**src/common/apc_defines.vh**
```
`ifndef APC_DEFINES_VH
`define APC_DEFINES_VH

// Widths of the pin groups.
`define APC_BYTE_W 8
`define APC_ADDR_W 18
`define APC_MODE_W 3

// Configuration mode codes as read from the three mode pins (M2 M1 M0).
`define APC_MODE_MSER 3'h0
`define APC_MODE_EXPR 3'h2
`define APC_MODE_MPAR 3'h6
`define APC_MODE_APER 3'h5

// Readback of a status access: lower seven data bits are driven high.
`define APC_STATUS_LOW 7'h7f

// Master-mode hold-off after the init line rises, least value 30 us.
`define APC_CLK_PERIOD_NS 8
`define APC_WAIT_MIN_NS 30000
`define APC_WAIT_CYCLES ((`APC_WAIT_MIN_NS + `APC_CLK_PERIOD_NS - 1) / `APC_CLK_PERIOD_NS)
`define APC_WAIT_W 12

// Cycles the memory data is given to settle after each address step.
`define APC_PROM_SETTLE 3'h4
`define APC_SETTLE_W 3

// One-hot sequencer states.
`define APC_ST_CLEAR 5'h01
`define APC_ST_HOLD 5'h02
`define APC_ST_DELAY 5'h04
`define APC_ST_LOAD 5'h08
`define APC_ST_USER 5'h10

`endif

```
**src/rtl/apc_config_port.v**
```verilog
`include "apc_defines.vh"

module apc_config_port (
    input wire core_clk,
    input wire rst,
    input wire select_low_in,
    input wire select_high_in,
    input wire write_strobe_n,
    input wire read_strobe_n,
    input wire [`APC_BYTE_W-1:0] config_byte_bus_in,
    output wire [`APC_BYTE_W-1:0] config_byte_bus_out,
    output wire [`APC_BYTE_W-1:0] config_byte_bus_oe,
    input wire init_n_in,
    output wire init_n_out,
    output wire init_n_oe,
    input wire [`APC_MODE_W-1:0] config_mode_pins,
    output wire [`APC_ADDR_W-1:0] prom_address_out,
    output wire prom_address_oe,
    input wire clear_done,
    input wire config_error,
    input wire config_done,
    output wire byte_valid,
    output wire [`APC_BYTE_W-1:0] byte_data,
    input wire byte_ready,
    output wire [`APC_MODE_W-1:0] config_mode,
    output wire loading,
    output wire user_mode
);
    // Sequencer states.
    localparam [4:0] ST_CLEAR = `APC_ST_CLEAR;
    localparam [4:0] ST_HOLD = `APC_ST_HOLD;
    localparam [4:0] ST_DELAY = `APC_ST_DELAY;
    localparam [4:0] ST_LOAD = `APC_ST_LOAD;
    localparam [4:0] ST_USER = `APC_ST_USER;

    reg [4:0] state_q;
    reg [4:0] state_d;
    reg [`APC_MODE_W-1:0] mode_q;
    reg error_q;
    reg [`APC_BYTE_W-1:0] buf_q;
    reg full_q;
    reg wr_act_q;
    reg [`APC_BYTE_W-1:0] bus_out_q;
    reg bus_oe_q;
    reg [`APC_ADDR_W-1:0] addr_q;
    reg addr_oe_q;
    reg [`APC_SETTLE_W-1:0] settle_q;

    wire [7:0] ctl_s;
    wire [`APC_BYTE_W-1:0] data_s;
    wire sel_low_s;
    wire sel_high_s;
    wire ws_n_s;
    wire rs_n_s;
    wire init_s;
    wire [`APC_MODE_W-1:0] mode_s;
    wire wait_done;
    wire is_master;
    wire is_mpar;
    wire is_chain;
    wire is_host;
    wire selected;
    wire wr_act;
    wire wr_edge;
    wire rd_act;
    wire take;
    wire mp_fetch;

    // Every pin input crosses two flops before any logic looks at it.
    // The host strobes and selects are asynchronous to the configuration clock, so
    // a single flop could hand a half-settled level to several decoders at once.
    // All control pins share one chain so their relative timing is preserved.
    // The price is two cycles of latency on every strobe edge.
    apc_sync #(
        .W(8)
    ) u_ctl_sync (
        .core_clk(core_clk),
        .rst(rst),
        .async_in({config_mode_pins, init_n_in, read_strobe_n, write_strobe_n,
                   select_high_in, select_low_in}),
        .sync_out(ctl_s)
    );

    // Data goes through the same depth so it lines up with the strobe.
    // A host that changes data with the falling strobe still lands a settled byte,
    // because capture waits for the synchronised strobe, two cycles later.
    apc_sync #(
        .W(`APC_BYTE_W)
    ) u_data_sync (
        .core_clk(core_clk),
        .rst(rst),
        .async_in(config_byte_bus_in),
        .sync_out(data_s)
    );

    assign sel_low_s = ctl_s[0];
    assign sel_high_s = ctl_s[1];
    assign ws_n_s = ctl_s[2];
    assign rs_n_s = ctl_s[3];
    assign init_s = ctl_s[4];
    assign mode_s = ctl_s[7:5];

    // Mode decode from the value latched when init rose.
    // Only the latched copy steers the port, so mode pins that move later are harmless.
    // The hold-off decision alone uses the live synchronised pins, on the very cycle
    // that the latch is loaded, so both see the same value.
    assign is_mpar = (mode_q == `APC_MODE_MPAR);
    assign is_chain = (mode_q == `APC_MODE_EXPR);
    assign is_host = (mode_q == `APC_MODE_APER) || is_chain;
    assign is_master = (mode_s == `APC_MODE_MSER) || (mode_s == `APC_MODE_MPAR);

    // In chained mode the upstream enable alone grants the port; otherwise both selects.
    // Select is qualified after synchronisation, so a select that moves together with
    // the strobe is judged on the same cycle as the strobe itself.
    assign selected = is_chain ? sel_high_s : (~sel_low_s & sel_high_s);

    // The port only listens while loading in a strobed mode, so user-mode toggling is ignored.
    // The write is acted on at its synchronised falling edge only; a strobe held low
    // for many cycles still yields one byte.
    // A read during that write is ignored, which keeps the data pins from fighting.
    assign wr_act = (state_q == ST_LOAD) && is_host && selected && ~ws_n_s;
    assign wr_edge = wr_act && ~wr_act_q;
    // Write beats read when both strobes are low; host is expected not to do this.
    assign rd_act = (state_q == ST_LOAD) && is_host && selected && ~rs_n_s && ~wr_act;

    // A byte already waiting is never overwritten; a host that ignores busy loses its byte.
    // In master parallel mode the fetch waits for an empty buffer and a settled address,
    // so a slow consumer simply stretches the memory cycle.
    assign take = full_q && byte_ready;
    assign mp_fetch = (state_q == ST_LOAD) && is_mpar && ~full_q && (settle_q == `APC_PROM_SETTLE);

    // Master-mode hold-off timer, started on the way into the delay state.
    // The timer is held at zero outside the delay state, so every entry waits the
    // full least hold-off; the longest allowed wait is never approached.
    // The done output is combinational so the state leaves on the last counted cycle.
    apc_wait_timer u_wait (
        .core_clk(core_clk),
        .rst(rst),
        .start(state_q != ST_DELAY),
        .run(state_q == ST_DELAY),
        .done(wait_done)
    );

    // Sequencer next state.
    // Clearing, hold-off, optional master delay, loading and user mode follow in a
    // fixed order; only reset, or an illegal code through the default branch,
    // returns the sequencer to clearing.
    always @* begin
        state_d = state_q;
        case (state_q)
            ST_CLEAR: begin
                if (clear_done) begin
                    state_d = ST_HOLD;
                end
            end
            ST_HOLD: begin
                // An outside party holding init low keeps the device here.
                if (init_s) begin
                    state_d = is_master ? ST_DELAY : ST_LOAD;
                end
            end
            ST_DELAY: begin
                if (wait_done) begin
                    state_d = ST_LOAD;
                end
            end
            ST_LOAD: begin
                if (config_done) begin
                    state_d = ST_USER;
                end
            end
            ST_USER: begin
                state_d = ST_USER;
            end
            default: begin
                state_d = ST_CLEAR;
            end
        endcase
    end

    // State register and mode latch taken on the cycle init is seen high.
    // The latch is loaded only once per reset, so mode pins reused as user pins later
    // cannot change the decode.
    // Reset also returns the latch to master serial, the quietest decode.
    always @(posedge core_clk or posedge rst) begin
        if (rst) begin
            state_q <= ST_CLEAR;
            mode_q <= `APC_MODE_MSER;
        end else begin
            state_q <= state_d;
            if (state_q == ST_HOLD && init_s) begin
                mode_q <= mode_s;
            end
        end
    end

    // Error flag is sticky for the rest of the load and cleared only by reset.
    // Keeping it sticky means a one-cycle error pulse still holds init low until loading
    // ends or the host restarts the device.
    always @(posedge core_clk or posedge rst) begin
        if (rst) begin
            error_q <= 1'b0;
        end else if (state_q == ST_LOAD && config_error) begin
            error_q <= 1'b1;
        end
    end

    // Byte buffer shared by the strobed port and the memory fetch.
    // Capture only ever happens into an empty buffer and consumption only from a full
    // one, so set and clear of the pending flag never meet in one cycle. The previous
    // strobe level is tracked even while full, so a lost write is not replayed later.
    always @(posedge core_clk or posedge rst) begin
        if (rst) begin
            buf_q <= {`APC_BYTE_W{1'b0}};
            full_q <= 1'b0;
            wr_act_q <= 1'b0;
        end else begin
            wr_act_q <= wr_act;
            if (wr_edge && !full_q) begin
                buf_q <= data_s;
                full_q <= 1'b1;
            end else if (mp_fetch) begin
                buf_q <= data_s;
                full_q <= 1'b1;
            end else if (take) begin
                full_q <= 1'b0;
            end
        end
    end

    // Status readback drives ready on the top bit and ones below it.
    // The data pins are driven one cycle after the synchronised read strobe and
    // released the same way, so the host sees about three cycles of turnaround.
    always @(posedge core_clk or posedge rst) begin
        if (rst) begin
            bus_out_q <= {`APC_BYTE_W{1'b0}};
            bus_oe_q <= 1'b0;
        end else begin
            bus_out_q <= {~full_q, `APC_STATUS_LOW};
            bus_oe_q <= rd_act;
        end
    end

    // Memory address walks one step per consumed byte, after a settling delay.
    // The address drive is computed from the next state so it appears together with
    // the loading state and drops together with it. The settle count covers the two
    // synchroniser stages plus memory access time.
    // The address stays on its last value once loading ends, with its drive removed.
    always @(posedge core_clk or posedge rst) begin
        if (rst) begin
            addr_q <= {`APC_ADDR_W{1'b0}};
            addr_oe_q <= 1'b0;
            settle_q <= {`APC_SETTLE_W{1'b0}};
        end else begin
            addr_oe_q <= (state_d == ST_LOAD) && is_mpar;
            if (state_q != ST_LOAD || !is_mpar) begin
                settle_q <= {`APC_SETTLE_W{1'b0}};
            end else if (take) begin
                addr_q <= addr_q + 1'b1;
                settle_q <= {`APC_SETTLE_W{1'b0}};
            end else if (!full_q && settle_q != `APC_PROM_SETTLE) begin
                settle_q <= settle_q + 1'b1;
            end
        end
    end

    // Init is open drain: only ever pulled low, while clearing and after a load error.
    // The pull-up outside the device raises the line; the device never drives it high,
    // so another party holding it low always wins.
    assign init_n_out = 1'b0;
    assign init_n_oe = (state_q == ST_CLEAR) || (state_q == ST_LOAD && error_q);

    // Outputs are flops or plain decodes of the state register, so no pin sees a
    // combinational path from another pin.
    assign config_byte_bus_out = bus_out_q;
    assign config_byte_bus_oe = {`APC_BYTE_W{bus_oe_q}};
    assign prom_address_out = addr_q;
    assign prom_address_oe = addr_oe_q;
    assign byte_valid = full_q;
    assign byte_data = buf_q;
    assign config_mode = mode_q;
    assign loading = (state_q == ST_LOAD);
    assign user_mode = (state_q == ST_USER);
endmodule // apc_config_port

```
**src/rtl/apc_sync.v**
```verilog
// Two-stage synchroniser, one chain per bit.
module apc_sync #(
    parameter W = 1
) (
    input wire core_clk,
    input wire rst,
    input wire [W-1:0] async_in,
    output wire [W-1:0] sync_out
);
    genvar i;
    generate
        for (i = 0; i < W; i = i + 1) begin : g_bit
            reg meta_q;
            reg stable_q;
            // The first stage feeds only the second, so metastability has a full cycle to settle.
            always @(posedge core_clk or posedge rst) begin
                if (rst) begin
                    meta_q <= 1'b1;
                    stable_q <= 1'b1;
                end else begin
                    meta_q <= async_in[i];
                    stable_q <= meta_q;
                end
            end
            assign sync_out[i] = stable_q;
        end
    endgenerate
endmodule // apc_sync

```
**src/rtl/apc_wait_timer.v**
```verilog
`include "apc_defines.vh"

// Counts the master-mode hold-off and flags its end.
module apc_wait_timer (
    input wire core_clk,
    input wire rst,
    input wire start,
    input wire run,
    output wire done
);
    localparam [31:0] LAST_FULL = `APC_WAIT_CYCLES - 1;
    localparam [`APC_WAIT_W-1:0] LAST = LAST_FULL[`APC_WAIT_W-1:0];
    reg [`APC_WAIT_W-1:0] cnt_q;

    // The count restarts on every start so a re-entered wait is always full length.
    always @(posedge core_clk or posedge rst) begin
        if (rst) begin
            cnt_q <= {`APC_WAIT_W{1'b0}};
        end else if (start) begin
            cnt_q <= {`APC_WAIT_W{1'b0}};
        end else if (run && cnt_q != LAST) begin
            cnt_q <= cnt_q + 1'b1;
        end
    end

    assign done = run && (cnt_q == LAST);
endmodule // apc_wait_timer

```
**config.mk**
```make
export PLATFORM = sky130hd
export DESIGN_NAME = apc_config_port
export DESIGN_NICKNAME = d
export VERILOG_FILES = /design/src/rtl/apc_config_port.v /design/src/rtl/apc_sync.v /design/src/rtl/apc_wait_timer.v
export VERILOG_INCLUDE_DIRS = /design/src /design/src/common
export SDC_FILE = /design/constraint.sdc
export NUM_CORES = 1
export LEC_CHECK = 0
export ABC_AREA = 1
export BUFFER_PORTS_ARGS = -buffer_cell sky130_fd_sc_hd__buf_2
export CORE_MARGIN = 2
export CORE_UTILIZATION = 55
export CTS_CLUSTER_SIZE = 14
export DETAILED_ROUTE_END_ITERATION = 8
export PLACE_DENSITY = 0.86
export RECOVER_POWER = 100
export SLEW_MARGIN = 10
export SYNTH_ARGS = -nofsm -noshare
export SYNTH_HDL_FRONTEND = slang
export SYNTH_SLANG_ARGS = --single-unit
```
**constraint.sdc**
```tcl
create_clock -name core_clk -period 3.13 [get_ports core_clk]
set_input_delay 0.626 -clock core_clk [delete_from_list [all_inputs] [get_ports core_clk]]
set_output_delay 0.626 -clock core_clk [all_outputs]
set_load 0.005 [all_outputs]
```
; Yosys cells after proc, flatten, opt, wreduce, memory -nomap -nowiden
; Cells that the tools add are included.
[word_totals]
wordCells = 118
reg_bits = 94
input_bits = 22
output_inout_bits = 51
[classes]
n_reduce_logical = 30
eq_ne = 16
bitwise = 8
add_sub_neg = 3
mux = 17
[op_table]
columns = operator, n
row1 = $pmux 5 s5, 1
row2 = $mux 12, 2
row3 = $mux 5, 4
row4 = $add 18x1->18 const B, 1
row5 = $logic_and 1x1->1, 18
row6 = $mux 8, 2
row7 = $add 12x1->12 const B, 1
row8 = $eq 12x12->1 const B, 1
row9 = $eq 3x3->1 const B, 4
row10 = $ne 12x12->1 const B, 1
row11 = $eq 5x4->1 const B, 2
row12 = $mux 3, 3
row13 = $not 1->1, 7
row14 = $reduce_bool 3->1, 2
row15 = $eq 5x1->1 const B, 1
row16 = $eq 5x2->1 const B, 1
row17 = $eq 5x3->1 const B, 1
row18 = $eq 5x5->1 const B, 1
row19 = $ne 5x3->1 const B, 1
row20 = $ne 5x4->1 const B, 1
row21 = $logic_or 1x1->1, 4
row22 = $mux 1, 4
row23 = $mux 4, 1
row24 = $reduce_bool 2->1, 2
row25 = other kinds (7), 8

; Depth between registers and ports, before layout
[depth]
ltp_word = 8
mapped_depth = 9
ltp_nobuf = 9

; Cells and area by module
; Synthesis repeated with hierarchy kept, for this count alone.
[unflattened]
hier_cells = 471
hier_area_um2 = 4145.2
[by_module_without_submodules]
columns = mod, instances, seq_area_each_um2, cells_per_inst, area_each_um2
row1 = apc_config_port, 1, 1102.3, 295, 2348.5
row2 = apc_sync, 2, 420.4, 25, 484.2
row3 = apc_wait_timer, 1, 300.3, 126, 828.3

; Worst setup path before layout
; No wires, ideal clock.
[synth_path]
kind = register -> register
start = register addr_q[0] (netlist: prom_address_out[0])
end = register addr_q[12] (netlist: prom_address_out[12])
setup_ps = 122
synth_period_minus_slack_ps = 1534
n_path_buf = 0
required_time_ps = 3008
arrival_ps = 1412
path_stages_with_launch = 8
slack_ps = 1596
cell_sequence = dfrtp_1 -> ha_1 -> nand3_1 -> inv_1 -> nand4_2 -> nor2_8 -> nand2_2 -> xor2_1
[synth_via]
elab_chain_len = 1
[synth_lines]
columns = item, line_no
row1 = "start, declared", apc_config_port.v:45  ; reg [`APC_ADDR_W-1:0] addr_q;
row2 = "start signal, assigned", apc_config_port.v:251  ; addr_q <= {`APC_ADDR_W{1'b0}};
row3 = "start signal, assigned", apc_config_port.v:259  ; addr_q <= addr_q + 1'b1;
row4 = $add 18x1->18, apc_config_port.v:259
; No other way between the ends.
; A chain may end at the register's enable or synchronous reset.

; Final worst setup path
[layout_path]
start = register state_q[1]
end = register addr_q[14] (netlist: prom_address_out[14])
[layout_via]
elab_chain_len = 4
[layout_lines]
columns = item, line_no
row1 = "start, declared", apc_config_port.v:36  ; reg [4:0] state_q;
row2 = "start signal, assigned", apc_config_port.v:190  ; state_q <= state_d;
row3 = $ne 5x4->1, apc_config_port.v:256  ; if (state_q != ST_LOAD || !is_mpar) begin
row4 = $logic_or 1x1->1, apc_config_port.v:256
row5 = $not 1->1 (no line), --
row6 = $reduce_and 2->1 (no line), --
; No other way between the ends.

==> metrics.cfg <==
[global_routing]
grt_max_degree=47
grt.overflow.total=0
grt_first_pass_wirelength_um=12300
antenna_found_initial=0
grt_pass1_vias=2774
grt_use_total_pct=21.5

[worst_setup_path]
worstPathArrival_ps=2540
endpoint_kind=flip-flop
critPathRequiredTime_ps=3370
critPathSlowestCell=nand2_1
cp_max_fo=10
crit_top_cell=nand2_1
start_kind=flip-flop
crit_chain=nor2_1 > nand3_1 > nor2_1 > nand2_1 > nor2_8 > nand3_1 > nand2_1 > nand2_1
path_delay_family=simple AND/OR/NAND/NOR gates
crit_buf_inv=0
cpPeakStageDelay_ps=460
critical_path_class=flip-flop to flip-flop

[placed_design]
placed_cell_area_um2=4110
finalWeightedCongestion=0.788
dp_hpwl_um=5230
io_buffer_count=71
dp.cells=508

[clocking]
cts.repair.resized=0
clock_path_buffers=2
post-cts-setup-buffers=0
cts-buffers-inserted=9
numClockSinks=88
ctsHtreeMaxLevel=3
insertion_delay_ps=360
clkTransAtPathRegs_ps=90
hold_buffers=0
clock-root-buffer=clkbuf_8
cts_tree=done

[sta]
holdWs_ps=346
drv_slew=43
final.setup_skew_ps=15.0
max_slew_margin_pct=-24.1
finalHoldViolations=0
max_freq_ghz=0.434
setup_violations=0
final.setup.tns_ps=0
fin_crit_sh_pct=73.7
worst_slew_pin_slew_ps=1850
period_minus_slack_ps=2310
rsz0062_at_grt=no

[yosys]
syn-num-nets=399
synthFlopType=dfrtp_1
synth-seq-cells=88
ys_types=34
syn_inst=372
synth_area_per_cell_um2=10.1
yosysWarnings=0
syn_area_um2=3750
synthArstFlopShare_pct=100
seq_area_frac_synth_pct=59.8
synth_edf_count=0

[final_layout]
drive_gt1_share_pct=23.6
num-fill-cells=543
seq_area_um2=2240
antenna_cells=0
final_nets=466
multiInputGateArea_um2=1130
area_growth_syn_to_layout_pct=12.8
stdcell_count=524
fin_area_um2=4230

[route]
ant_nets=0
routed_wirelength_um=7660
via_per_inst=5.35
wire_per_inst_um=14.6
drt_iter0_drc=163
via_count=2803
drc_errors=0
drtPass1Iterations=4

[run_status]
violations=capacitance limit, slew limit
outcome=finished, violations left

[power_and_ir_drop]
finalPower_uw=2450
p_leak_uw=0.00211
powerDensity_nw_per_um2=580
ir_drop_v=0.000245

[die]
core_um2=6680
die_height_um=86.6
dieWidth_um=86.6
io_pins=73
start_util_pct=56.2
row_count=30
dieArea_um2=7500

[min_path]
hp-class=flip-flop to flip-flop

[job]
maxCapViolations=1

-- cells in the mapped netlist, drive strengths merged, types with 7 or more instances --
cell | number | area [um2]
a21oi | 9 | 45.0
nand3 | 26 | 158
nor2 | 38 | 203
o21ai | 14 | 70.1
buf | 15 | 113
nand2 | 90 | 367
dfrtp | 55 | 1380
dfstp | 33 | 867
xor2 | 9 | 78.8
nand4 | 12 | 93.8
nor3 | 7 | 40.0
inv | 40 | 150
-- metal layers --
layer / global-route usage (%) / vias to the layer above / share of wire (%) / routed length, um
li1: - / 1308 / - / -
met1: 25.8 / 1367 / 42 / 3200
met2: 35.7 / 104 / 51 / 3880
met3: 4.67 / 24 / 4.5 / 348
met4: 12.2 / 0 / 3.1 / 235
met5: 0 / - / 0 / 0
-- logic make-up after synthesis --
family	count (synthesis)	synth area share, %
AND/OR/NAND/NOR	175	23.3
flip-flops	88	59.8
buffers and inverters	58	7.43
AO/OA/AOI/OAI	29	4.10
XOR/XNOR	15	3.50
adder cells (fa/ha/maj)	5	1.67
other	2	0.200
-- final cells by class --
class,count,share of cell area [%]
timing repair buffer,72,8.19
clock inverter,6,2.75
inverter,42,3.87
multi-input combinational,226,26.8
tap,80,2.36
sequential,88,53.0
clock buffer,10,3.02
-- worst paths after layout --
check	startpoint	endpoint	slack [ps]	depth (start not counted)
max reg2reg	state_q[1]	prom_address_out[14]	820	8
min	u_ctl_sync.g_bit[4].meta_q	u_ctl_sync.g_bit[4].stable_q	350	0
min in group asynchronous	rst	prom_address_out[17]	740	2
max	state_q[1]	prom_address_out[14]	820	8
max in group asynchronous	rst	u_ctl_sync.g_bit[4].meta_q	1440	3
min reg2reg	u_ctl_sync.g_bit[4].meta_q	u_ctl_sync.g_bit[4].stable_q	350	0
-- cell usage in the layout, fill, tap and decap left out, drive strengths merged --
master    netlist  final
buf            15     49
nand2          90     90
conb            2      2
o22ai           3      3
nand3b          2      2
dfrtp          55     55
inv            40     40
xnor2           6      6
clkinvlp        0      3
nor2           38     38
nand4          12     12
nor3            7      7
xor2            9      9
bufinv          0      3
nand3          26     26
clkinv          2      2
a21oi           9      9
dfstp          33     33
o211ai          1      1
clkbuf          1     33
o21ai          14     14
ha              5      5
a31oi           2      2
-- report_power, final --
group	switching [uW]	leakage, uW	internal, uW	total, uW
logic	144	0.000917	83.5	228
registers	58.5	0.00108	1230	1290
clock network	404	0.000115	536	940
total	607	0.00211	1850	2450
-- flip-flops by register name, summed over array words and instances (netlist names), 2 cells and up --
register / cells
u_data_sync.g_bit.meta_q: 8
u_data_sync.g_bit.stable_q: 8
config_mode: 3
config_byte_bus_out: 2
settle_q: 3
byte_data: 8
u_ctl_sync.g_bit.meta_q: 8
state_q: 5
u_ctl_sync.g_bit.stable_q: 8
prom_address_out: 18
u_wait.cnt_q: 12
-- metrics by stage --
stage	setup WS (ps)	utilization [%]
2_1_floorplan	280	-
3_3_place_gp	1500	61.6
3_5_place_dp	1450	61.6
4_1_cts	1040	65.2
5_1_grt	647	63.4
6_report	824	63.4
No activity file was read; power rests on OpenSTA's default activity.
